--- src/rtl/cst_defines.vh ---
// constants for the clock synth, serial out and tuning register bank
`ifndef CST_DEFINES_VH
`define CST_DEFINES_VH

// register offsets
`define CST_ADDR_FBD_HI     6'h12
`define CST_ADDR_FBD_LO     6'h13
`define CST_ADDR_PUMP       6'h14
`define CST_ADDR_FLT_HI     6'h15
`define CST_ADDR_FLT_LO     6'h16
`define CST_ADDR_SOC_A      6'h18
`define CST_ADDR_SOC_B      6'h19
`define CST_ADDR_RATE       6'h1a
`define CST_ADDR_TUNE       6'h1c
`define CST_ADDR_COARSE     6'h1d
`define CST_ADDR_FINE       6'h1e
`define CST_ADDR_RCCAP      6'h1f
`define CST_ADDR_RBEN       6'h3a
`define CST_ADDR_FLOAT      6'h3b
`define CST_ADDR_REV        6'h3f

// reset values
`define CST_RST_FBD_HI      5'h00
`define CST_RST_FBD_LO      8'h3c
`define CST_RST_PUMP        7'h03
`define CST_RST_FLT_HI      6'h00
`define CST_RST_FLT_LO      8'h04
`define CST_RST_SOC_A       8'h12
`define CST_RST_SOC_B       8'h07
`define CST_RST_RATE        4'h1

// field positions
`define CST_PUMP_FAST_BIT   6
`define CST_PUMP_POL_BIT    5
`define CST_PUMP_CUR_HI     4
`define CST_PUMP_CUR_LO     2
`define CST_PUMP_MODE_HI    1
`define CST_PUMP_MODE_LO    0
`define CST_TANK_TUNING_TRIGGER_BIT     1
`define CST_RESONATOR_RC_TUNING_TRIGGER_BIT     0
`define CST_RBEN_BIT        3
`define CST_FLOAT_BIT       3
`define CST_SOCB_4WIRE_BIT  7

// pump mode codes
`define CST_MODE_OFF        2'h0
`define CST_MODE_UP         2'h1
`define CST_MODE_DOWN       2'h2
`define CST_MODE_NORMAL     2'h3

// soft reset code and revision value (revision value is arbitrary)
`define CST_SOFT_RST_CODE   8'h99
`define CST_REVISION        8'h5a

// tuning duration in clock cycles: 2000 ns at the 40 ns clock, sized for the counter
`define CST_TUNE_CYCLES     16'h0032

`endif

--- src/rtl/cst_spi_port.v ---
// serial configuration port: header decode, write bytes with auto-increment, read shift-out
`timescale 1ns/100ps
`include "cst_defines.vh"

module cst_spi_port
(
  // clock and control
  input  wire       clk_in,
  input  wire       rst_in,
  input  wire       ce_in,
  // port pins, already synchronous
  input  wire       sck_in,
  input  wire       sel_n_in,
  input  wire       sdi_in,
  // read side
  input  wire       rd_ok_in,
  input  wire [7:0] rd_data_in,
  // register side
  output reg        wr_stb_out,
  output reg  [5:0] addr_out,
  output reg  [7:0] wdata_out,
  output reg        sdo_out,
  output reg        sdo_oe_n_out
);

  reg       sck_prev_reg;
  reg [2:0] bit_cnt_reg;
  reg       hdr_done_reg;
  reg       is_rd_reg;
  reg       ld_pend_reg;
  reg       rd_run_reg;
  reg [7:0] in_sh_reg;
  reg [7:0] out_sh_reg;

  wire sck_rise = sck_in & ~sck_prev_reg;
  wire sck_fall = ~sck_in & sck_prev_reg;

  // frame engine; a partial byte at deselect is simply dropped
  always @(posedge clk_in)
  begin
    if (rst_in)
    begin
      sck_prev_reg <= 1'b0;
      bit_cnt_reg  <= 3'h0;
      hdr_done_reg <= 1'b0;
      is_rd_reg    <= 1'b0;
      ld_pend_reg  <= 1'b0;
      rd_run_reg   <= 1'b0;
      in_sh_reg    <= 8'h00;
      out_sh_reg   <= 8'h00;
      wr_stb_out   <= 1'b0;
      addr_out     <= 6'h00;
      wdata_out    <= 8'h00;
      sdo_out      <= 1'b0;
      sdo_oe_n_out <= 1'b1;
    end
    else if (ce_in)
    begin
      sck_prev_reg <= sck_in;
      wr_stb_out   <= 1'b0;
      if (wr_stb_out)
        addr_out <= addr_out + 6'h01; // auto-increment for the next byte
      if (sel_n_in)
      begin
        bit_cnt_reg  <= 3'h0;
        hdr_done_reg <= 1'b0;
        is_rd_reg    <= 1'b0;
        ld_pend_reg  <= 1'b0;
        rd_run_reg   <= 1'b0;
        sdo_oe_n_out <= 1'b1; // release the data line
      end
      else
      begin
        if (sck_rise)
        begin
          in_sh_reg   <= {in_sh_reg[6:0], sdi_in};
          bit_cnt_reg <= bit_cnt_reg + 3'h1;
          if (bit_cnt_reg == 3'h7)
          begin
            if (!hdr_done_reg)
            begin
              hdr_done_reg <= 1'b1;
              is_rd_reg    <= in_sh_reg[6];
              addr_out     <= in_sh_reg[5:0];
              ld_pend_reg  <= in_sh_reg[6] & rd_ok_in; // reads gated by mode
            end
            else if (!is_rd_reg)
            begin
              wdata_out  <= {in_sh_reg[6:0], sdi_in};
              wr_stb_out <= 1'b1;
            end
          end
        end
        // read data is fetched one cycle after the address settles
        if (ld_pend_reg)
        begin
          ld_pend_reg <= 1'b0;
          out_sh_reg  <= rd_data_in;
          rd_run_reg  <= 1'b1;
        end
        else if (rd_run_reg && sck_fall)
        begin
          sdo_out      <= out_sh_reg[7];
          out_sh_reg   <= {out_sh_reg[6:0], 1'b0};
          sdo_oe_n_out <= 1'b0;
        end
      end
    end
  end

endmodule // cst_spi_port

--- src/rtl/cst_tune_engine.v ---
// resonator tuning sequencer, one timed slot per section
`timescale 1ns/100ps
`include "cst_defines.vh"

module cst_tune_engine
#(
  parameter         NUM_SECT    = 2,
  parameter [15:0]  TUNE_CYCLES = `CST_TUNE_CYCLES
)
(
  // clock and control
  input  wire                clk_in,
  input  wire                rst_in,
  input  wire                ce_in,
  // start and status per section
  input  wire [NUM_SECT-1:0] start_in,
  output reg  [NUM_SECT-1:0] busy_out,
  output reg  [NUM_SECT-1:0] done_out
);

  genvar g;
  generate
    for (g = 0; g < NUM_SECT; g = g + 1)
    begin : sect
      reg [15:0] cnt_reg;
      // each section counts its own tuning interval
      always @(posedge clk_in)
      begin
        if (rst_in)
        begin
          cnt_reg     <= 16'h0000;
          busy_out[g] <= 1'b0;
          done_out[g] <= 1'b0;
        end
        else if (ce_in)
        begin
          done_out[g] <= 1'b0;
          if (!busy_out[g])
          begin
            if (start_in[g])
            begin
              busy_out[g] <= 1'b1;
              cnt_reg     <= TUNE_CYCLES - 16'h0001;
            end
          end
          else if (cnt_reg == 16'h0000)
          begin
            busy_out[g] <= 1'b0;
            done_out[g] <= 1'b1;
          end
          else
            cnt_reg <= cnt_reg - 16'h0001;
        end
      end
    end
  endgenerate

endmodule // cst_tune_engine

--- src/rtl/cst_regs_top.v ---
// clock synth, serial output and tuning configuration register bank
`timescale 1ns/100ps
`include "cst_defines.vh"

module cst_regs_top
#(
  parameter [7:0]  REVISION_ID = `CST_REVISION,
  parameter [15:0] TUNE_CYCLES = `CST_TUNE_CYCLES
)
(
  // clock, reset, enable
  input  wire        MCLK_IN,
  input  wire        RST_IN,
  input  wire        CE_IN,
  // configuration port pins
  input  wire        SPORT_CLK_IN,
  input  wire        SPORT_SEL_N_IN,
  input  wire        SPORT_DATA_IN,
  output wire        SPORT_DATA_OUT,
  output wire        SPORT_DATA_OE_N_OUT,
  // secondary serial output pin
  output reg         SECONDARY_SERIAL_OUTPUT_OUT,
  output reg         SECONDARY_SERIAL_OUTPUT_OE_N_OUT,
  // clock synthesizer settings
  output reg  [12:0] CLOCK_FEEDBACK_DIVISOR_OUT,
  output reg         CLOCK_FAST_LOCK_ENABLE_OUT,
  output reg         CLOCK_PUMP_POLARITY_OUT,
  output reg  [3:0]  CLOCK_PUMP_STEPS_OUT,
  output reg         CLOCK_PUMP_UP_OUT,
  output reg         CLOCK_PUMP_DOWN_OUT,
  output reg         CLOCK_PUMP_NORMAL_OUT,
  output reg  [13:0] CLOCK_FAST_LOCK_TIME_OUT,
  // serial output settings
  output reg  [7:0]  SERIAL_OUT_CONTROL_A_OUT,
  output reg  [7:0]  SERIAL_OUT_CONTROL_B_OUT,
  output reg         SERIAL_OUTPUT_CLOCK_OUT,
  // resonator tuning
  output reg         TANK_TUNING_BUSY_OUT,
  output reg         RC_TUNING_BUSY_OUT,
  output reg  [2:0]  TANK_COARSE_CAP_OUT,
  output reg  [5:0]  TANK_FINE_CAP_OUT,
  output reg  [7:0]  RC_RESONATOR_CAP_OUT,
  // port mode status
  output reg         READBACK_ENABLE_OUT,
  output reg         FOUR_WIRE_MODE_OUT
);

  // register storage
  reg [4:0]  fbd_hi_reg;
  reg [12:0] fbd_reg;
  reg [6:0]  pump_reg;
  reg [5:0]  flt_hi_reg;
  reg [13:0] flt_reg;
  reg [7:0]  soc_a_reg;
  reg [7:0]  soc_b_reg;
  reg [3:0]  rate_reg;
  reg [1:0]  tune_reg;
  reg [1:0]  tune_next;
  reg [2:0]  coarse_reg;
  reg [5:0]  fine_reg;
  reg [7:0]  rccap_reg;
  reg        rben_reg;
  reg        float_reg;
  reg        soft_rst_reg;
  reg [3:0]  div_cnt_reg;
  reg [7:0]  rd_mux;

  // port side wires
  wire       wr_stb;
  wire [5:0] addr;
  wire [7:0] wdata;
  wire       sdo;
  wire [1:0] tune_busy;
  wire [1:0] tune_done;
  wire       bank_rst;
  wire       four_wire;
  wire       rd_ok;
  wire [1:0] tune_start;

  // software reset acts as a full power-on reset one cycle later
  assign bank_rst = RST_IN | soft_rst_reg;

  // four-wire needs control B bit 7 and the 0x3a read-back bit (bit 3) clear
  assign four_wire = soc_b_reg[`CST_SOCB_4WIRE_BIT] & ~rben_reg;

  // three-wire reads only with read-back enabled
  assign rd_ok = rben_reg | four_wire;

  // start pulses: a written one launches an idle section
  assign tune_start[1] = wr_stb & (addr == `CST_ADDR_TUNE) &
                         wdata[`CST_TANK_TUNING_TRIGGER_BIT] & ~tune_busy[1];
  assign tune_start[0] = wr_stb & (addr == `CST_ADDR_TUNE) &
                         wdata[`CST_RESONATOR_RC_TUNING_TRIGGER_BIT] & ~tune_busy[0];

  // serial configuration port
  cst_spi_port u_port
  (
    .clk_in       (MCLK_IN),
    .rst_in       (bank_rst),
    .ce_in        (CE_IN),
    .sck_in       (SPORT_CLK_IN),
    .sel_n_in     (SPORT_SEL_N_IN),
    .sdi_in       (SPORT_DATA_IN),
    .rd_ok_in     (rd_ok),
    .rd_data_in   (rd_mux),
    .wr_stb_out   (wr_stb),
    .addr_out     (addr),
    .wdata_out    (wdata),
    .sdo_out      (sdo),
    .sdo_oe_n_out (SPORT_DATA_OE_N_OUT)
  );

  assign SPORT_DATA_OUT = sdo;

  // tuning sequencer, index 1 is the tank, index 0 the rc section
  cst_tune_engine
  #(
    .NUM_SECT    (2),
    .TUNE_CYCLES (TUNE_CYCLES)
  )
  u_tune
  (
    .clk_in   (MCLK_IN),
    .rst_in   (bank_rst),
    .ce_in    (CE_IN),
    .start_in (tune_start),
    .busy_out (tune_busy),
    .done_out (tune_done)
  );

  // read mux; unlisted addresses and test registers read zero
  always @*
  begin
    rd_mux = 8'h00;
    if (addr == `CST_ADDR_FBD_HI)
      rd_mux = {3'h0, fbd_hi_reg};
    else if (addr == `CST_ADDR_FBD_LO)
      rd_mux = fbd_reg[7:0];
    else if (addr == `CST_ADDR_PUMP)
      rd_mux = {1'b0, pump_reg};
    else if (addr == `CST_ADDR_FLT_HI)
      rd_mux = {2'h0, flt_hi_reg};
    else if (addr == `CST_ADDR_FLT_LO)
      rd_mux = flt_reg[7:0];
    else if (addr == `CST_ADDR_SOC_A)
      rd_mux = soc_a_reg;
    else if (addr == `CST_ADDR_SOC_B)
      rd_mux = soc_b_reg;
    else if (addr == `CST_ADDR_RATE)
      rd_mux = {4'h0, rate_reg};
    else if (addr == `CST_ADDR_TUNE)
      rd_mux = {6'h00, tune_reg};
    else if (addr == `CST_ADDR_COARSE)
      rd_mux = {5'h00, coarse_reg};
    else if (addr == `CST_ADDR_FINE)
      rd_mux = {2'h0, fine_reg};
    else if (addr == `CST_ADDR_RCCAP)
      rd_mux = rccap_reg;
    else if (addr == `CST_ADDR_RBEN)
      rd_mux = {4'h0, rben_reg, 3'h0};
    else if (addr == `CST_ADDR_FLOAT)
      rd_mux = {4'h0, float_reg, 3'h0};
    else if (addr == `CST_ADDR_REV)
      rd_mux = REVISION_ID;
  end

  // trigger bits: set by a written one, cleared on done, set wins
  always @*
  begin
    tune_next = tune_reg;
    if (tune_done[1])
      tune_next[1] = 1'b0;
    if (tune_done[0])
      tune_next[0] = 1'b0;
    if (tune_start[1])
      tune_next[1] = 1'b1;
    if (tune_start[0])
      tune_next[0] = 1'b1;
  end

  // register writes; bits outside the documented fields are dropped
  always @(posedge MCLK_IN)
  begin
    if (bank_rst)
    begin
      fbd_hi_reg <= `CST_RST_FBD_HI;
      fbd_reg    <= {`CST_RST_FBD_HI, `CST_RST_FBD_LO};
      pump_reg   <= `CST_RST_PUMP;
      flt_hi_reg <= `CST_RST_FLT_HI;
      flt_reg    <= {`CST_RST_FLT_HI, `CST_RST_FLT_LO};
      soc_a_reg  <= `CST_RST_SOC_A;
      soc_b_reg  <= `CST_RST_SOC_B;
      rate_reg   <= `CST_RST_RATE;
      tune_reg   <= 2'h0;
      coarse_reg <= 3'h0;
      fine_reg   <= 6'h00;
      rccap_reg  <= 8'h00;
      rben_reg   <= 1'b0;
      float_reg  <= 1'b0;
    end
    else if (CE_IN)
    begin
      tune_reg <= tune_next;
      if (wr_stb)
      begin
        // high bytes are staged until their low byte lands
        if (addr == `CST_ADDR_FBD_HI)
          fbd_hi_reg <= wdata[4:0];
        else if (addr == `CST_ADDR_FBD_LO)
          fbd_reg <= {fbd_hi_reg, wdata};
        else if (addr == `CST_ADDR_PUMP)
          pump_reg <= wdata[6:0];
        else if (addr == `CST_ADDR_FLT_HI)
          flt_hi_reg <= wdata[5:0];
        else if (addr == `CST_ADDR_FLT_LO)
          flt_reg <= {flt_hi_reg, wdata};
        else if (addr == `CST_ADDR_SOC_A)
          soc_a_reg <= wdata;
        else if (addr == `CST_ADDR_SOC_B)
          soc_b_reg <= wdata;
        else if (addr == `CST_ADDR_RATE)
          rate_reg <= wdata[3:0];
        else if (addr == `CST_ADDR_COARSE)
          coarse_reg <= wdata[2:0];
        else if (addr == `CST_ADDR_FINE)
          fine_reg <= wdata[5:0];
        else if (addr == `CST_ADDR_RCCAP)
          rccap_reg <= wdata;
        else if (addr == `CST_ADDR_RBEN)
          rben_reg <= wdata[`CST_RBEN_BIT];
        else if (addr == `CST_ADDR_FLOAT)
          float_reg <= wdata[`CST_FLOAT_BIT];
      end
    end
  end

  // soft reset request, cleared only by the pin reset or by itself
  always @(posedge MCLK_IN)
  begin
    if (RST_IN)
      soft_rst_reg <= 1'b0;
    else if (CE_IN)
      soft_rst_reg <= wr_stb & (addr == `CST_ADDR_REV) &
                      (wdata == `CST_SOFT_RST_CODE);
  end

  // output clock tick: one high cycle every rate_reg clocks, zero acts as one
  always @(posedge MCLK_IN)
  begin
    if (bank_rst)
    begin
      div_cnt_reg             <= 4'h0;
      SERIAL_OUTPUT_CLOCK_OUT <= 1'b0;
    end
    else if (CE_IN)
    begin
      if (div_cnt_reg == 4'h0)
      begin
        SERIAL_OUTPUT_CLOCK_OUT <= 1'b1;
        div_cnt_reg <= (rate_reg == 4'h0) ? 4'h0 : rate_reg - 4'h1;
      end
      else
      begin
        SERIAL_OUTPUT_CLOCK_OUT <= 1'b0;
        div_cnt_reg <= div_cnt_reg - 4'h1;
      end
    end
  end

  // registered field decode; one cycle behind the storage
  always @(posedge MCLK_IN)
  begin
    if (bank_rst)
    begin
      CLOCK_FEEDBACK_DIVISOR_OUT <= {`CST_RST_FBD_HI, `CST_RST_FBD_LO};
      CLOCK_FAST_LOCK_ENABLE_OUT <= 1'b0;
      CLOCK_PUMP_POLARITY_OUT    <= 1'b0;
      CLOCK_PUMP_STEPS_OUT       <= 4'h1;
      CLOCK_PUMP_UP_OUT          <= 1'b1;
      CLOCK_PUMP_DOWN_OUT        <= 1'b1;
      CLOCK_PUMP_NORMAL_OUT      <= 1'b1;
      CLOCK_FAST_LOCK_TIME_OUT   <= {`CST_RST_FLT_HI, `CST_RST_FLT_LO};
      SERIAL_OUT_CONTROL_A_OUT   <= `CST_RST_SOC_A;
      SERIAL_OUT_CONTROL_B_OUT   <= `CST_RST_SOC_B;
      TANK_TUNING_BUSY_OUT       <= 1'b0;
      RC_TUNING_BUSY_OUT         <= 1'b0;
      TANK_COARSE_CAP_OUT        <= 3'h0;
      TANK_FINE_CAP_OUT          <= 6'h00;
      RC_RESONATOR_CAP_OUT       <= 8'h00;
      READBACK_ENABLE_OUT        <= 1'b0;
      FOUR_WIRE_MODE_OUT         <= 1'b0;
    end
    else if (CE_IN)
    begin
      CLOCK_FEEDBACK_DIVISOR_OUT <= fbd_reg;
      CLOCK_FAST_LOCK_ENABLE_OUT <= pump_reg[`CST_PUMP_FAST_BIT];
      CLOCK_PUMP_POLARITY_OUT    <= pump_reg[`CST_PUMP_POL_BIT];
      // steps of 0.625 mA, so field 0 still gives one step
      CLOCK_PUMP_STEPS_OUT <= {1'b0, pump_reg[`CST_PUMP_CUR_HI:`CST_PUMP_CUR_LO]} + 4'h1;
      // normal mode enables both directions under loop control
      case (pump_reg[`CST_PUMP_MODE_HI:`CST_PUMP_MODE_LO])
        `CST_MODE_OFF:
        begin
          CLOCK_PUMP_UP_OUT     <= 1'b0;
          CLOCK_PUMP_DOWN_OUT   <= 1'b0;
          CLOCK_PUMP_NORMAL_OUT <= 1'b0;
        end
        `CST_MODE_UP:
        begin
          CLOCK_PUMP_UP_OUT     <= 1'b1;
          CLOCK_PUMP_DOWN_OUT   <= 1'b0;
          CLOCK_PUMP_NORMAL_OUT <= 1'b0;
        end
        `CST_MODE_DOWN:
        begin
          CLOCK_PUMP_UP_OUT     <= 1'b0;
          CLOCK_PUMP_DOWN_OUT   <= 1'b1;
          CLOCK_PUMP_NORMAL_OUT <= 1'b0;
        end
        default:
        begin
          CLOCK_PUMP_UP_OUT     <= 1'b1;
          CLOCK_PUMP_DOWN_OUT   <= 1'b1;
          CLOCK_PUMP_NORMAL_OUT <= 1'b1;
        end
      endcase
      CLOCK_FAST_LOCK_TIME_OUT <= flt_reg;
      SERIAL_OUT_CONTROL_A_OUT <= soc_a_reg;
      SERIAL_OUT_CONTROL_B_OUT <= soc_b_reg;
      TANK_TUNING_BUSY_OUT     <= tune_busy[1];
      RC_TUNING_BUSY_OUT       <= tune_busy[0];
      TANK_COARSE_CAP_OUT      <= coarse_reg;
      TANK_FINE_CAP_OUT        <= fine_reg;
      RC_RESONATOR_CAP_OUT     <= rccap_reg;
      READBACK_ENABLE_OUT      <= rben_reg;
      FOUR_WIRE_MODE_OUT       <= four_wire;
    end
  end

  // secondary output copies read data in four-wire mode, low otherwise;
  // it drives low after reset, so a shared line must set the float bit first
  always @(posedge MCLK_IN)
  begin
    if (bank_rst)
    begin
      SECONDARY_SERIAL_OUTPUT_OUT      <= 1'b0;
      SECONDARY_SERIAL_OUTPUT_OE_N_OUT <= 1'b0;
    end
    else if (CE_IN)
    begin
      SECONDARY_SERIAL_OUTPUT_OUT      <= four_wire & sdo;
      SECONDARY_SERIAL_OUTPUT_OE_N_OUT <= float_reg;
    end
  end

endmodule // cst_regs_top

--- config.mk ---
export PLATFORM = sky130hd
export DESIGN_NAME = cst_regs_top
export DESIGN_NICKNAME = d
export VERILOG_FILES = /design/src/rtl/cst_spi_port.v /design/src/rtl/cst_tune_engine.v /design/src/rtl/cst_regs_top.v
export VERILOG_INCLUDE_DIRS = /design/src /design/src/rtl
export SDC_FILE = /design/constraint.sdc
export NUM_CORES = 1
export LEC_CHECK = 0
export BUFFER_PORTS_ARGS = -buffer_cell sky130_fd_sc_hd__buf_4
export CAP_MARGIN = 25
export CORE_MARGIN = 4
export CORE_UTILIZATION = 45
export DETAILED_ROUTE_END_ITERATION = 10
export PLACE_DENSITY = 0.73
export SYNTH_ARGS = -nofsm -noshare
export SYNTH_HDL_FRONTEND = slang
export SYNTH_SLANG_ARGS = --single-unit
--- constraint.sdc ---
create_clock -name MCLK_IN -period 2.3 [get_ports MCLK_IN]
set_input_delay 0.23 -clock MCLK_IN [delete_from_list [all_inputs] [get_ports MCLK_IN]]
set_output_delay 0.23 -clock MCLK_IN [all_outputs]
set_load 0.01 [all_outputs]
# After elaboration in Yosys (flattened, before gate mapping)
# Cells that the tools add are included.
[totals]
n_memories = 0
ff_bits = 243
ramBits = 0
latchBits = 0
in_bits = 6
romBits = 0
out_inout_bits = 78
word_cells = 236
[op_classes]
addsub = 7
div_mod_pow = 0
reduce_logical = 44
n_shift = 0
muxes = 72
n_lt_le_gt_ge = 0
multipliers = 0
eq_ne = 23
n_bitwise = 34
[op_table]
columns = ["op", "n"]
rows = [
  ["$mux 8", 14],
  ["$mux 16", 6],
  ["$eq 6x5->1 const B", 12],
  ["$mux 1", 40],
  ["$logic_not 16->1", 2],
  ["$sub 16x1->16 const B", 2],
  ["$mux 6", 5],
  ["$mux 7", 3],
  ["$reduce_and 3->1", 7],
  ["$not 1->1", 20],
  ["$eq 6x6->1 const B", 3],
  ["$reduce_bool 2->1", 9],
  ["$reduce_and 15->1", 1],
  ["$reduce_and 14->1", 1],
  ["$reduce_and 13->1", 1],
  ["$and 1x1->1", 12],
  ["$reduce_and 12->1", 1],
  ["$reduce_and 4->1", 3],
  ["$reduce_and 6->1", 2],
  ["$reduce_and 11->1", 1],
  ["$reduce_and 10->1", 1],
  ["$reduce_and 9->1", 1],
  ["$eq 8x8->1 const B", 1],
  ["$logic_not 4->1", 2],
  ["other kinds (19)", 30],
]

# Longest topological paths before layout
# Gate-level depths: netlist of the first run.
[depth]
depth_word = 17
depth_mapped = 11
mapped_depth_nobuf = 8

# Hierarchy
# A second synthesis of the first run with hierarchy kept.
[hier_totals]
hier_cells = 1252
area_unflattened_um2 = 10916.7
[by_module_without_submodules]
columns = ["module", "cells_per_inst", "area_each_um2", "seq_area_each_um2", "n_inst"]
rows = [
  ["cst_regs_top", 827, 7191.9, 3343.2, 1],
  ["cst_tune_engine", 229, 1949.4, 720.7, 1],
  ["cst_spi_port", 196, 1775.5, 800.8, 1],
]

# Least setup slack after synthesis of the first run
# OpenSTA, ideal clock, no wires.
[synth_path]
path_kind = "register to register"
start = "register u_port.addr_out[0]"
end = "register soc_a_reg[1]"
path_stages_with_launch = 9
setup_ps = 129
slack_ps = 183
arrival_time_ps = 1988
required_ps = 2171
cell_sequence = "dfxtp_1 inv_1 ha_1 clkbuf_1 o21ai_1 nand4_2 nor2_2 mux2i_1 nand2_1"
[synth_via]
elab_chain_len = 3
word_cells_on_any_way = 12
[synth_lines]
columns = ["element", "line_no", "source"]
rows = [
  ["from (decl)", "cst_spi_port.v:20", "output reg [5:0] addr_out,"],
  ["from (signal assigned)", "cst_spi_port.v:62", "addr_out <= addr_out + 6'h01;"],
  ["from (signal assigned)", "cst_spi_port.v:84", "addr_out <= in_sh_reg[5:0];"],
  ["$eq 6x5->1 (no line)", "--", ""],
  ["$not 1->1 (no line)", "--", ""],
  ["$reduce_and 8->1 (no line) (*)", "--", ""],
  ["to (signal assigned)", "cst_regs_top.v:191", "soc_a_reg <= `CST_RST_SOC_A;"],
  ["to (signal assigned)", "cst_regs_top.v:218", "soc_a_reg <= wdata;"],
  ["to (decl)", "cst_regs_top.v:54", "reg [7:0] soc_a_reg;"],
]
# Every way passes the cells marked *; elsewhere a longest branch is shown, timed or not.
# A chain may end at the register's enable or synchronous reset.

# Worst setup path after layout of the first run
[layout_path]
start = "register u_port.addr_out[2]"
end = "register u_port.out_sh_reg[5]"
[layout_via]
elab_chain_len = 16
word_cells_on_any_way = 29
[layout_lines]
columns = ["element", "line_no", "source"]
rows = [
  ["$eq 6x6->1 (no line)", "--", ""],
  ["$mux 7", "cst_regs_top.v:161", "else if (addr == `CST_ADDR_FLOAT)"],
  ["$mux 7", "cst_regs_top.v:159", "else if (addr == `CST_ADDR_RBEN)"],
  ["$mux 8", "cst_regs_top.v:157", "else if (addr == `CST_ADDR_RCCAP)"],
  ["$mux 8", "cst_regs_top.v:155", "else if (addr == `CST_ADDR_FINE)"],
  ["$mux 8", "cst_regs_top.v:153", "else if (addr == `CST_ADDR_COARSE)"],
  ["$mux 8", "cst_regs_top.v:151", "else if (addr == `CST_ADDR_TUNE)"],
  ["$mux 8", "cst_regs_top.v:149", "else if (addr == `CST_ADDR_RATE)"],
  ["$mux 8", "cst_regs_top.v:147", "else if (addr == `CST_ADDR_SOC_B)"],
  ["$mux 8", "cst_regs_top.v:145", "else if (addr == `CST_ADDR_SOC_A)"],
  ["$mux 8", "cst_regs_top.v:143", "else if (addr == `CST_ADDR_FLT_LO)"],
  ["$mux 8", "cst_regs_top.v:141", "else if (addr == `CST_ADDR_FLT_HI)"],
  ["$mux 8", "cst_regs_top.v:139", "else if (addr == `CST_ADDR_PUMP)"],
  ["$mux 8", "cst_regs_top.v:137", "else if (addr == `CST_ADDR_FBD_LO)"],
  ["$mux 8 (*)", "cst_regs_top.v:135", "if (addr == `CST_ADDR_FBD_HI)"],
  ["$mux 8 (*)", "cst_spi_port.v:95", "if (ld_pend_reg)"],
  ["to (signal assigned)", "cst_spi_port.v:98", "out_sh_reg <= rd_data_in;"],
  ["to (signal assigned)", "cst_spi_port.v:104", "out_sh_reg <= {out_sh_reg[6:0], 1'b0};"],
  ["to (decl)", "cst_spi_port.v:33", "reg [7:0] out_sh_reg;"],
]
# Marks and branches as above.

==> results by group, run 1 <==
Run status
  – Status: completed

Finish
  – Multi-input gate area: 5470 µm²
  – Fillers: 2140
  – Most frequent cells in the layout: dfxtp_1, nand2_1, nor2_1
  – Commonest non-fill, non-tap cell in the layout: dfxtp_1
  – Max FFs per register: 32
  – Nets@finish: 1358
  – Antenna cells: 0
  – Post-Layout Cell Count: 1680
  – Area growth syn-to-layout: 21.4%
  – Reg area: 4870 µm²
  – Share of cells above drive strength 1: 0.179

Worst setup path
  – Worst Path Required: 2710 ps
  – Crit-path max FO: 6
  – Setup crit end kind: flop
  – Startpoint Class: flop
  – FF-to-FF Start: u_port.addr_out[2]
  – Worst flop-to-flop path endpoint: u_port.out_sh_reg[5]
  – Register-to-register setup slack: 70 ps
  – Worst setup path class: flop to flop
  – Worst R2R Path Depth: 9
  – Data arrival at the endpoint of the critical path: 2640 ps

Yosys
  – Synth Register Bits: 243
  – Largest family of logic cells by synthesized area: simple AND/OR/NAND/NOR gates
  – Adder-cell area share of the yosys netlist: 0.0117
  – Mean post-synth cell area: 8.62 µm²
  – Async set-reset flop share out of synthesis: 0
  – Cell variety after synth: 80
  – Cell Area, Synth: 10700 µm²
  – Top_reg_cell synth: dfxtp_1
  – Syn. warnings: 0
  – Post-synthesis xor/xnor area fraction: 0.0205
  – Mux cell area share after synthesis: 0.111
  – Syn Nets: 1257
  – Mapped Cells: 1241
  – Seq/Total Area, Yosys: 0.455
  – Synth Area in Compound Gates: 0.128
  – Number of synthesized flops with an enable pin: 0
  – Simple-gate share of the synthesized area: 0.233

Floorplan
  – Die Width: 162 µm
  – Num ports: 84
  – Initial core utilization: 0.457
  – Core area: 23400 µm²
  – Die Y-Extent: 162 µm
  – Die Footprint: 26300 µm²
  – # rows: 56

Route
  – Routed wl met2: 12600 µm
  – Initial DRC Count: 660
  – Top layer in use: met4
  – WL met1: 13200 µm
  – Total iterations of the first detailed-routing run: 5
  – Routed WL: 28700 µm
  – Wire per inst: 17.1 µm
  – Via count: 9225
  – WL met3: 2150 µm
  – # DRC: 0
  – Vias/cell: 5.49
  – Remaining antenna violation count: 0

STA
  – Setup ws final: 69.2 ps
  – F_max: 448 MHz
  – Min Hold Slack: 59.2 ps
  – Skew final: 18.5 ps
  – Max_slew headroom: 0.484
  – Final hold vios: 0
  – Sum of negative setup slack: 0 ps
  – Final Slew Violations: 0
  – Finish-stage setup viols: 0
  – Worst slew pin tran: 773 ps
  – RSZ-0062 raised after global routing: yes
  – Final min period: 2230 ps
  – Final period util: 0.970

Clock tree
  – Skew-Pair Late Insertion Delay: 530 ps
  – CTS tree: done
  – CTS root buf: clkbuf_16
  – Worst-path clk slew: 60 ps
  – TritonCTS Sinks: 243
  – Maximum clock path buffer count: 3
  – CTS H-tree depth: 1
  – Num CTS Buffers: 26

Global routing
  – Overall routing resource usage: 0.213
  – First-pass GRT wire length: 46500 µm
  – Antenna violations before repair: 0
  – Number of global-route vias before repair: 8525
  – Largest net degree at the start of global routing: 60
  – Total gr overflow: 0

Power
  – P per Cell Area: 679 nW/µm²
  – Maximum VDD drop: 0.599 mV
  – Leakage: 5.20 nW
  – Pwr Total: 0.00881 W

Hold path
  – Worst hold path class: input port to flop
  – Hold Path Cell Cnt: 4
  – Hold worst-path end: u_port.sdo_out
  – HP Start: SPORT_SEL_N_IN

Placed design
  – DP Wirelength: 20000 µm
  – Worst slack, placed: -24.0 ps
  – Placed Instances: 1627
  – Placer Congestion: 0.930
  – IO Port Bufs: 83

Run
  – Max_cap viols: 0
[cell families after synthesis]
logic type,after synthesis
and+or+nand+nor,517
DFF,243
AOI/OAI and AO/OA,222
muxes,118
buffers and inverters,106
xor gates and xnor gates,25
adders and majority gates,10
[worst max-delay path by stage]
stage | start | to | slack, ps | cells past startpoint
4_1_cts | u_port.addr_out[2] | u_port.out_sh_reg[5] | 20 | 9
6_report | u_port.addr_out[2] | u_port.out_sh_reg[5] | 70 | 9
3_3_place_gp | u_port.addr_out[1] | u_port.out_sh_reg[5] | 0.3 | 10
2_1_floorplan | u_port.addr_out[0] | soc_a_reg[1] | 180 | 8
3_5_place_dp | u_port.addr_out[1] | u_tune.sect[0].cnt_reg[12] | -20 | 8
5_1_grt | u_port.addr_out[0] | u_port.out_sh_reg[1] | -20 | 9
[layout make-up]
class,count,share of cell area
clock buffers,34,0.0570
clock inverters,13,0.0130
inverters,19,0.00549
multi-input cells,892,0.421
flip-flops and latches,243,0.375
well taps,319,0.0307
repair buffers,160,0.0979
[stage by stage]
| stage | utilization | cell area [µm²] |
|---|---|---|
| 2_1_floorplan | - | 10700 |
| 3_3_place_gp | 0.510 | 11900 |
| 3_5_place_dp | 0.510 | 11900 |
| 4_1_cts | 0.551 | 12900 |
| 5_1_grt | 0.555 | 13000 |
| 6_report | 0.555 | 13000 |
[synthesized netlist by cell type, drive strengths merged (12+ instances only)]
cell	instances	area share
a211oi	13	0.0091
a21oi	98	0.046
a31oi	12	0.0070
buf	24	0.012
clkbuf	63	0.022
dfxtp	243	0.45
inv	19	0.0067
mux2i	117	0.11
nand2	182	0.064
nand3	48	0.023
nor2	169	0.060
nor2b	14	0.0082
nor3	17	0.0098
nor4	12	0.012
o21ai	38	0.018
xnor2	24	0.020
[where the power goes]
part	total, W	switching [W]	internal (W)
sequential	0.00423	0.00000955	0.00422
combinational	0.000246	0.000162	0.0000839
clock	0.00434	0.00172	0.00262
total	0.00881	0.00189	0.00692
[critical path: stages (launching register included)]
cell      delay, ps
dfxtp_1         370
buf_4           190
and4bb_2        320
buf_4           160
nand2_1         130
o221ai_1        280
a21oi_1         130
a211oi_2        310
buf_4           160
o22ai_1          60
[routing by layer]
| layer | global-route usage | vias up |
|---|---|---|
| met1 | 0.307 | 4328 |
| li1 | - | 4538 |
| met3 | 0.0363 | 53 |
| met2 | 0.330 | 306 |
| met5 | 0 | - |
| met4 | 0.0634 | 0 |
[timing repair]
action | 4_1_cts | 5_1_grt
gates cloned | 0 | 0
endpoints found under the hold margin | 4 | 0
resized for setup | 3 | 13
setup endpoints to repair | 3 | 40
buffers inserted | 0 | 3
hold buffers | 3 | 0
pin swaps | 0 | 5
(Power assumes the default switching activity.)
==> run 2, diff against run 1 <==
- RECOVER_POWER: default -> 25
==> run 2 against run 1 <==
Compared with the run above: total power about the same; sequential cell count unchanged; register-to-register slack about the same.
==> results by group, run 2 (synthesis gave the netlist of run 1 again) <==
Route
  – Remaining antenna violation count: 0 (unchanged)
  – Total iterations of the first detailed-routing run: 5 (unchanged)
  – Wire per inst: 17.1 µm (about the same)
  – Via count: 9197 (was 9225)
  – # DRC: 0 (unchanged)
  – Routed WL: 28600 µm (was 28700 µm)
  – Vias/cell: 5.47 (was 5.49)
  – Initial DRC Count: 703 (was 660)

STA
  – Final Slew Violations: 0 (unchanged)
  – F_max: 448 MHz (about the same)
  – Sum of negative setup slack: 0 ps (unchanged)
  – Final hold vios: 0 (unchanged)
  – Finish-stage setup viols: 0 (unchanged)
  – Setup ws final: 66.2 ps (was 69.2 ps)
  – Max_slew headroom: 0.472 (was 0.484)
  – Worst slew pin tran: 792 ps (was 773 ps)
  – Final period util: 0.971 (was 0.970)
  – RSZ-0062 raised after global routing: yes (unchanged)
  – Final min period: 2230 ps (about the same)
  – Skew final: 16.8 ps (was 18.5 ps)

Power
  – Reg power frac: 0.480 (about the same)
  – Maximum VDD drop: 0.595 mV (was 0.599 mV)
  – Leakage: 4.95 nW (was 5.20 nW)
  – Switching Share: 0.215 (about the same)
  – Sw power: 0.00189 W (about the same)
  – Pwr Total: 0.00881 W (about the same)
  – Internal Power: 0.00692 W (about the same)
  – Clock group share of total power: 0.493 (was 0.492)
  – Combinational fraction of design power: 0.027 (was 0.028)
  – P per Cell Area: 691 nW/µm² (was 679 nW/µm²)

Worst setup path
  – Worst Path Required: 2710 ps (about the same)
  – Startpoint Class: flop (unchanged)
  – Register-to-register setup slack: 70 ps (about the same)
  – Data arrival at the endpoint of the critical path: 2640 ps (about the same)
  – Crit-path max FO: 6 (unchanged)
  – Setup crit end kind: flop (unchanged)
  – Worst setup path class: flop to flop (unchanged)

Finish
  – Share of cells above drive strength 1: 0.133 (was 0.179)
  – Final core occ: 0.545 (was 0.555)
  – Area growth syn-to-layout: 19.2% (was 21.4%)
  – Fillers: 2196 (was 2140)
  – Final instance area: 12700 µm² (was 13000 µm²)
  – Antenna cells: 0 (unchanged)
  – Nets@finish: 1358 (unchanged)
  – Max FFs per register: 32 (unchanged)
  – Most frequent cells in the layout: dfxtp_1, nand2_1, nor2_1 (unchanged)
  – Commonest non-fill, non-tap cell in the layout: dfxtp_1 (unchanged)

Clock tree
  – CTS tree: done (unchanged)
  – Num CTS Buffers: 26 (unchanged)
  – CTS root buf: clkbuf_16 (unchanged)
  – Skew-Pair Late Insertion Delay: 530 ps (about the same)
  – CTS H-tree depth: 1 (unchanged)
  – Worst-path clk slew: 70 ps (was 60 ps)
  – TritonCTS Sinks: 243 (unchanged)
  – Maximum clock path buffer count: 3 (unchanged)

Run
  – Max_cap viols: 0 (unchanged)

Floorplan
  – Die Width: 162 µm (unchanged)
  – Die Y-Extent: 162 µm (unchanged)
  – Die Footprint: 26300 µm² (unchanged)
  – Core area: 23400 µm² (unchanged)
  – Initial core utilization: 0.457 (unchanged)
  – # rows: 56 (unchanged)
  – Num ports: 84 (unchanged)

Global routing
  – Overall routing resource usage: 0.213 (unchanged)
  – Largest net degree at the start of global routing: 60 (unchanged)
  – Antenna violations before repair: 0 (unchanged)
  – First-pass GRT wire length: 46500 µm (unchanged)
  – Total gr overflow: 0 (unchanged)
  – Number of global-route vias before repair: 8525 (unchanged)

Placed design
  – Area after DPL: 11900 µm² (unchanged)
  – Worst slack, placed: -24.0 ps (unchanged)
  – Placer Congestion: 0.930 (unchanged)
  – IO Port Bufs: 83 (unchanged)
  – DP Wirelength: 20000 µm (unchanged)

Hold path
  – Worst hold path class: input port to flop (unchanged)

Run status
  – Status: completed (unchanged)
## run 2: cell types whose count changed in the layout (fill, tap and decap cells not counted), sizes merged
cell / previous run / this run
buf: 157 / 95
clkbuf: 34 / 96
## run 2: cell type report
type	instances	area [µm²]	area share
multi-input cells	892	5460	0.429
flip-flops and latches	243	4870	0.382
repair buffers	160	1040	0.0816
clock buffers	34	741	0.0581
well taps	319	399	0.0313
clock inverters	13	169	0.0132
inverters	19	71.3	0.00559
## run 2: power by group through the flow
stage	clock network [W]	registers [W]	logic [W]
2_1_floorplan	0	0.00432	0.000173
3_3_place_gp	0	0.00432	0.000240
3_5_place_dp	0	0.00432	0.000243
4_1_cts	0.00442	0.00423	0.000247
5_1_grt	0.00462	0.00423	0.000264
6_report	0.00434	0.00423	0.000239
## run 2: timing repair
item,4_1_cts,5_1_grt
resized for setup,3,13
pin swaps,0,5
hold endpoints to repair,4,0
hold buffers,3,0
setup endpoints to repair,3,40
setup buffers,0,3
## run 2: worst paths after layout
| path | to | startpoint | depth (start not counted) |
|---|---|---|---|
| min | u_port.sdo_out | SPORT_SEL_N_IN | 4 |
| max | u_port.out_sh_reg[5] | u_port.addr_out[2] | 9 |
| min reg2reg | u_port.sdo_oe_n_out | u_port.sdo_oe_n_out | 1 |
| max reg2reg | u_port.out_sh_reg[5] | u_port.addr_out[2] | 9 |
## run 2: layer usage
layer	routed length (µm)	GRT usage	up-vias
li1	-	-	4534
met5	0	0	-
met1	13400	0.307	4325
met2	12600	0.330	283
met3	1880	0.0363	55
met4	746	0.0634	0
## run 2: stage by stage
step | instances | hold WS, ps
finish | 1680 | 61.7
global placement | 1627 | 428
detailed placement | 1627 | 432
floorplan | 1241 | 299
CTS | 1677 | 45.8
global route | 1680 | 68.5
## run 2: critical path: stages, from the launching register on
cell,delay (ps)
dfxtp_1,380
buf_4,190
and4bb_2,320
buf_4,160
nand2_1,130
o221ai_1,280
a21oi_1,120
a211oi_2,320
buf_4,170
o22ai_1,60
==> run 3, diff against run 2 <==
- CTS_BUF_LIST: default -> sky130_fd_sc_hd__clkbuf_8
- CTS_CLUSTER_SIZE: default -> 10
==> run 3 against run 2 <==
Compared with the run above: clock power increased by 5%; non-clock buffer count increased by 1; total power increased by 2.4%; worst hold slack got worse by 26 ps; first-iteration DRC count increased by 7.7%; highest routed layer unchanged; via count increased by 1.1%; critical path type unchanged; register-to-register slack about the same; critical endpoint unchanged; maximum frequency decreased by 0.66%.
==> results by group, run 3 (synthesis gave the netlist of run 1 again) <==
Hold path
  – Hold worst-path end: u_port.sdo_out (unchanged)
  – Worst hold path class: input port to flop (unchanged)
  – HP Start: SPORT_SEL_N_IN (unchanged)
  – Hold Path Cell Cnt: 4 (unchanged)

Finish
  – Final instance area: 12800 µm² (was 12700 µm²)
  – Commonest non-fill, non-tap cell in the layout: dfxtp_1 (unchanged)
  – Antenna cells: 0 (unchanged)
  – Most frequent cells in the layout: dfxtp_1, nand2_1, nor2_1 (unchanged)
  – Nets@finish: 1375 (was 1358)
  – Max FFs per register: 32 (unchanged)
  – Multi-input gate area: 5450 µm² (was 5460 µm²)
  – Reg area: 4860 µm² (was 4870 µm²)
  – Post-Layout Cell Count: 1712 (was 1680)
  – Fillers: 2197 (was 2196)
  – Share of cells above drive strength 1: 0.149 (was 0.133)
  – Area growth syn-to-layout: 20.1% (was 19.2%)

Floorplan
  – Die Footprint: 26300 µm² (unchanged)
  – Initial core utilization: 0.457 (unchanged)
  – Die Y-Extent: 162 µm (unchanged)
  – Core area: 23400 µm² (unchanged)
  – # rows: 56 (unchanged)
  – Die Width: 162 µm (unchanged)
  – Num ports: 84 (unchanged)

Clock tree
  – TritonCTS Sinks: 243 (unchanged)
  – CTS H-tree depth: 2 (was 1)
  – Skew-Pair Late Insertion Delay: 560 ps (was 530 ps)
  – CTS root buf: clkbuf_8 (was clkbuf_16)
  – CTS tree: done (unchanged)
  – Num CTS Buffers: 42 (was 26)
  – Worst-path clk slew: 60 ps (was 70 ps)
  – Maximum clock path buffer count: 3 (unchanged)

Worst setup path
  – Worst flop-to-flop path endpoint: u_port.out_sh_reg[5] (unchanged)
  – Worst Path Required: 2710 ps (about the same)
  – Highest-delay cell along the critical path: dfxtp_1 (unchanged)
  – Register-to-register setup slack: 50 ps (was 70 ps)
  – Critical path cell sequence: buf_4, and4bb_2, buf_4, nand2_1, o221ai_1, a21oi_1, a211oi_2, buf_4, o22ai_1 (unchanged)
  – Startpoint Class: flop (unchanged)
  – CP dominant cell by count: buf_4 (unchanged)
  – Worst R2R Path Depth: 9 (unchanged)
  – Crit-path max FO: 6 (unchanged)
  – Data arrival at the endpoint of the critical path: 2660 ps (was 2640 ps)
  – Setup crit end kind: flop (unchanged)
  – Worst setup path class: flop to flop (unchanged)
  – CP peak stage delay: 380 ps (about the same)
  – FF-to-FF Start: u_port.addr_out[2] (unchanged)

Global routing
  – Overall routing resource usage: 0.216 (was 0.213)
  – Number of global-route vias before repair: 8676 (was 8525)
  – Antenna violations before repair: 0 (unchanged)
  – First-pass GRT wire length: 46900 µm (was 46500 µm)
  – Largest net degree at the start of global routing: 60 (unchanged)
  – Total gr overflow: 0 (unchanged)

STA
  – Skew final: 29.3 ps (was 16.8 ps)
  – Max_slew headroom: 0.483 (was 0.472)
  – Final period util: 0.978 (was 0.971)
  – Final min period: 2250 ps (was 2230 ps)
  – Sum of negative setup slack: 0 ps (unchanged)
  – Min Hold Slack: 36.0 ps (was 61.7 ps)
  – F_max: 445 MHz (was 448 MHz)
  – Worst slew pin tran: 775 ps (was 792 ps)
  – Final hold vios: 0 (unchanged)
  – RSZ-0062 raised after global routing: yes (unchanged)
  – Finish-stage setup viols: 0 (unchanged)
  – Final Slew Violations: 0 (unchanged)

Power
  – Switching Share: 0.219 (was 0.215)
  – Reg power frac: 0.469 (was 0.480)
  – Maximum VDD drop: 0.423 mV (was 0.595 mV)
  – Internal Power: 0.00704 W (was 0.00692 W)
  – Pwr Total: 0.00902 W (was 0.00881 W)
  – Sw power: 0.00198 W (was 0.00189 W)
  – Clock group share of total power: 0.504 (was 0.493)
  – P per Cell Area: 702 nW/µm² (was 691 nW/µm²)
  – Leakage: 5.02 nW (was 4.95 nW)
  – Combinational fraction of design power: 0.027 (about the same)

Route
  – Vias/cell: 5.43 (was 5.47)
  – Remaining antenna violation count: 0 (unchanged)
  – Via count: 9294 (was 9197)
  – Wire per inst: 16.8 µm (was 17.1 µm)
  – Initial DRC Count: 757 (was 703)
  – Routed WL: 28800 µm (was 28600 µm)
  – # DRC: 0 (unchanged)
  – Total iterations of the first detailed-routing run: 5 (unchanged)

Run
  – Max_cap viols: 0 (unchanged)

Placed design
  – IO Port Bufs: 83 (unchanged)
  – Area after DPL: 11900 µm² (unchanged)
  – DP Wirelength: 20000 µm (unchanged)
  – Placed Instances: 1627 (unchanged)
  – Placer Congestion: 0.930 (unchanged)

Run status
  – Status: completed (unchanged)
## run 3: through the flow
step / setup slack, ps / utilization
after floorplan: 183 / -
after global placement: 0.329 / 0.510
after detailed placement: -24.0 / 0.510
after CTS: 5.79 / 0.555
after global routing: -20.9 / 0.549
final: 51.4 / 0.549
## run 3: worst max path at each step
| stage | from | to | slack (ps) | cells after the start |
|---|---|---|---|---|
| after global routing | u_port.addr_out[1] | rate_reg[0] | -20 | 8 |
| after floorplan | u_port.addr_out[0] | soc_a_reg[1] | 180 | 8 |
| final | u_port.addr_out[2] | u_port.out_sh_reg[5] | 50 | 9 |
| after global placement | u_port.addr_out[1] | u_port.out_sh_reg[5] | 0.3 | 10 |
| after CTS | u_port.addr_out[2] | u_port.out_sh_reg[5] | 6 | 9 |
| after detailed placement | u_port.addr_out[1] | u_tune.sect[0].cnt_reg[12] | -20 | 8 |
## run 3: final cells by class
type,instances,area share
clock inverter,23,0.0196
inverter,19,0.00555
tap,319,0.0311
sequential,243,0.379
multi-input combinational,892,0.424
timing repair buffer,161,0.0817
clock buffer,55,0.0589
## run 3: repair_timing
item | 4_1_cts | 5_1_grt
hold buffers | 3 | 0
resized for setup | 2 | 9
endpoints found under the setup margin | 2 | 32
endpoints found under the hold margin | 4 | 0
pin swaps | 0 | 3
setup buffers | 0 | 4
## run 3: per-layer routing
metal  track usage  vias to the layer above  wire (µm)
li1              -                     4566          -
met1         0.306                     4398      13500
met2         0.333                      274      12700
met3        0.0403                       56       1810
met4        0.0704                        0        734
met5             0                        -          0
## run 3: worst max-delay path: cells and delay by family, from the launching register on
kind | cells | cell delay (ps)
AOI/OAI and AO/OA | 4 | 780
DFF | 1 | 380
and+or+nand+nor | 2 | 440
buffers and inverters | 3 | 520
## run 3: power groups by stage
stage	logic (W)	clock network, W	registers, W
floorplan	0.000173	0	0.00432
global placement	0.000240	0	0.00432
detailed placement	0.000243	0	0.00432
CTS	0.000247	0.00463	0.00423
global route	0.000266	0.00486	0.00423
finish	0.000243	0.00454	0.00423
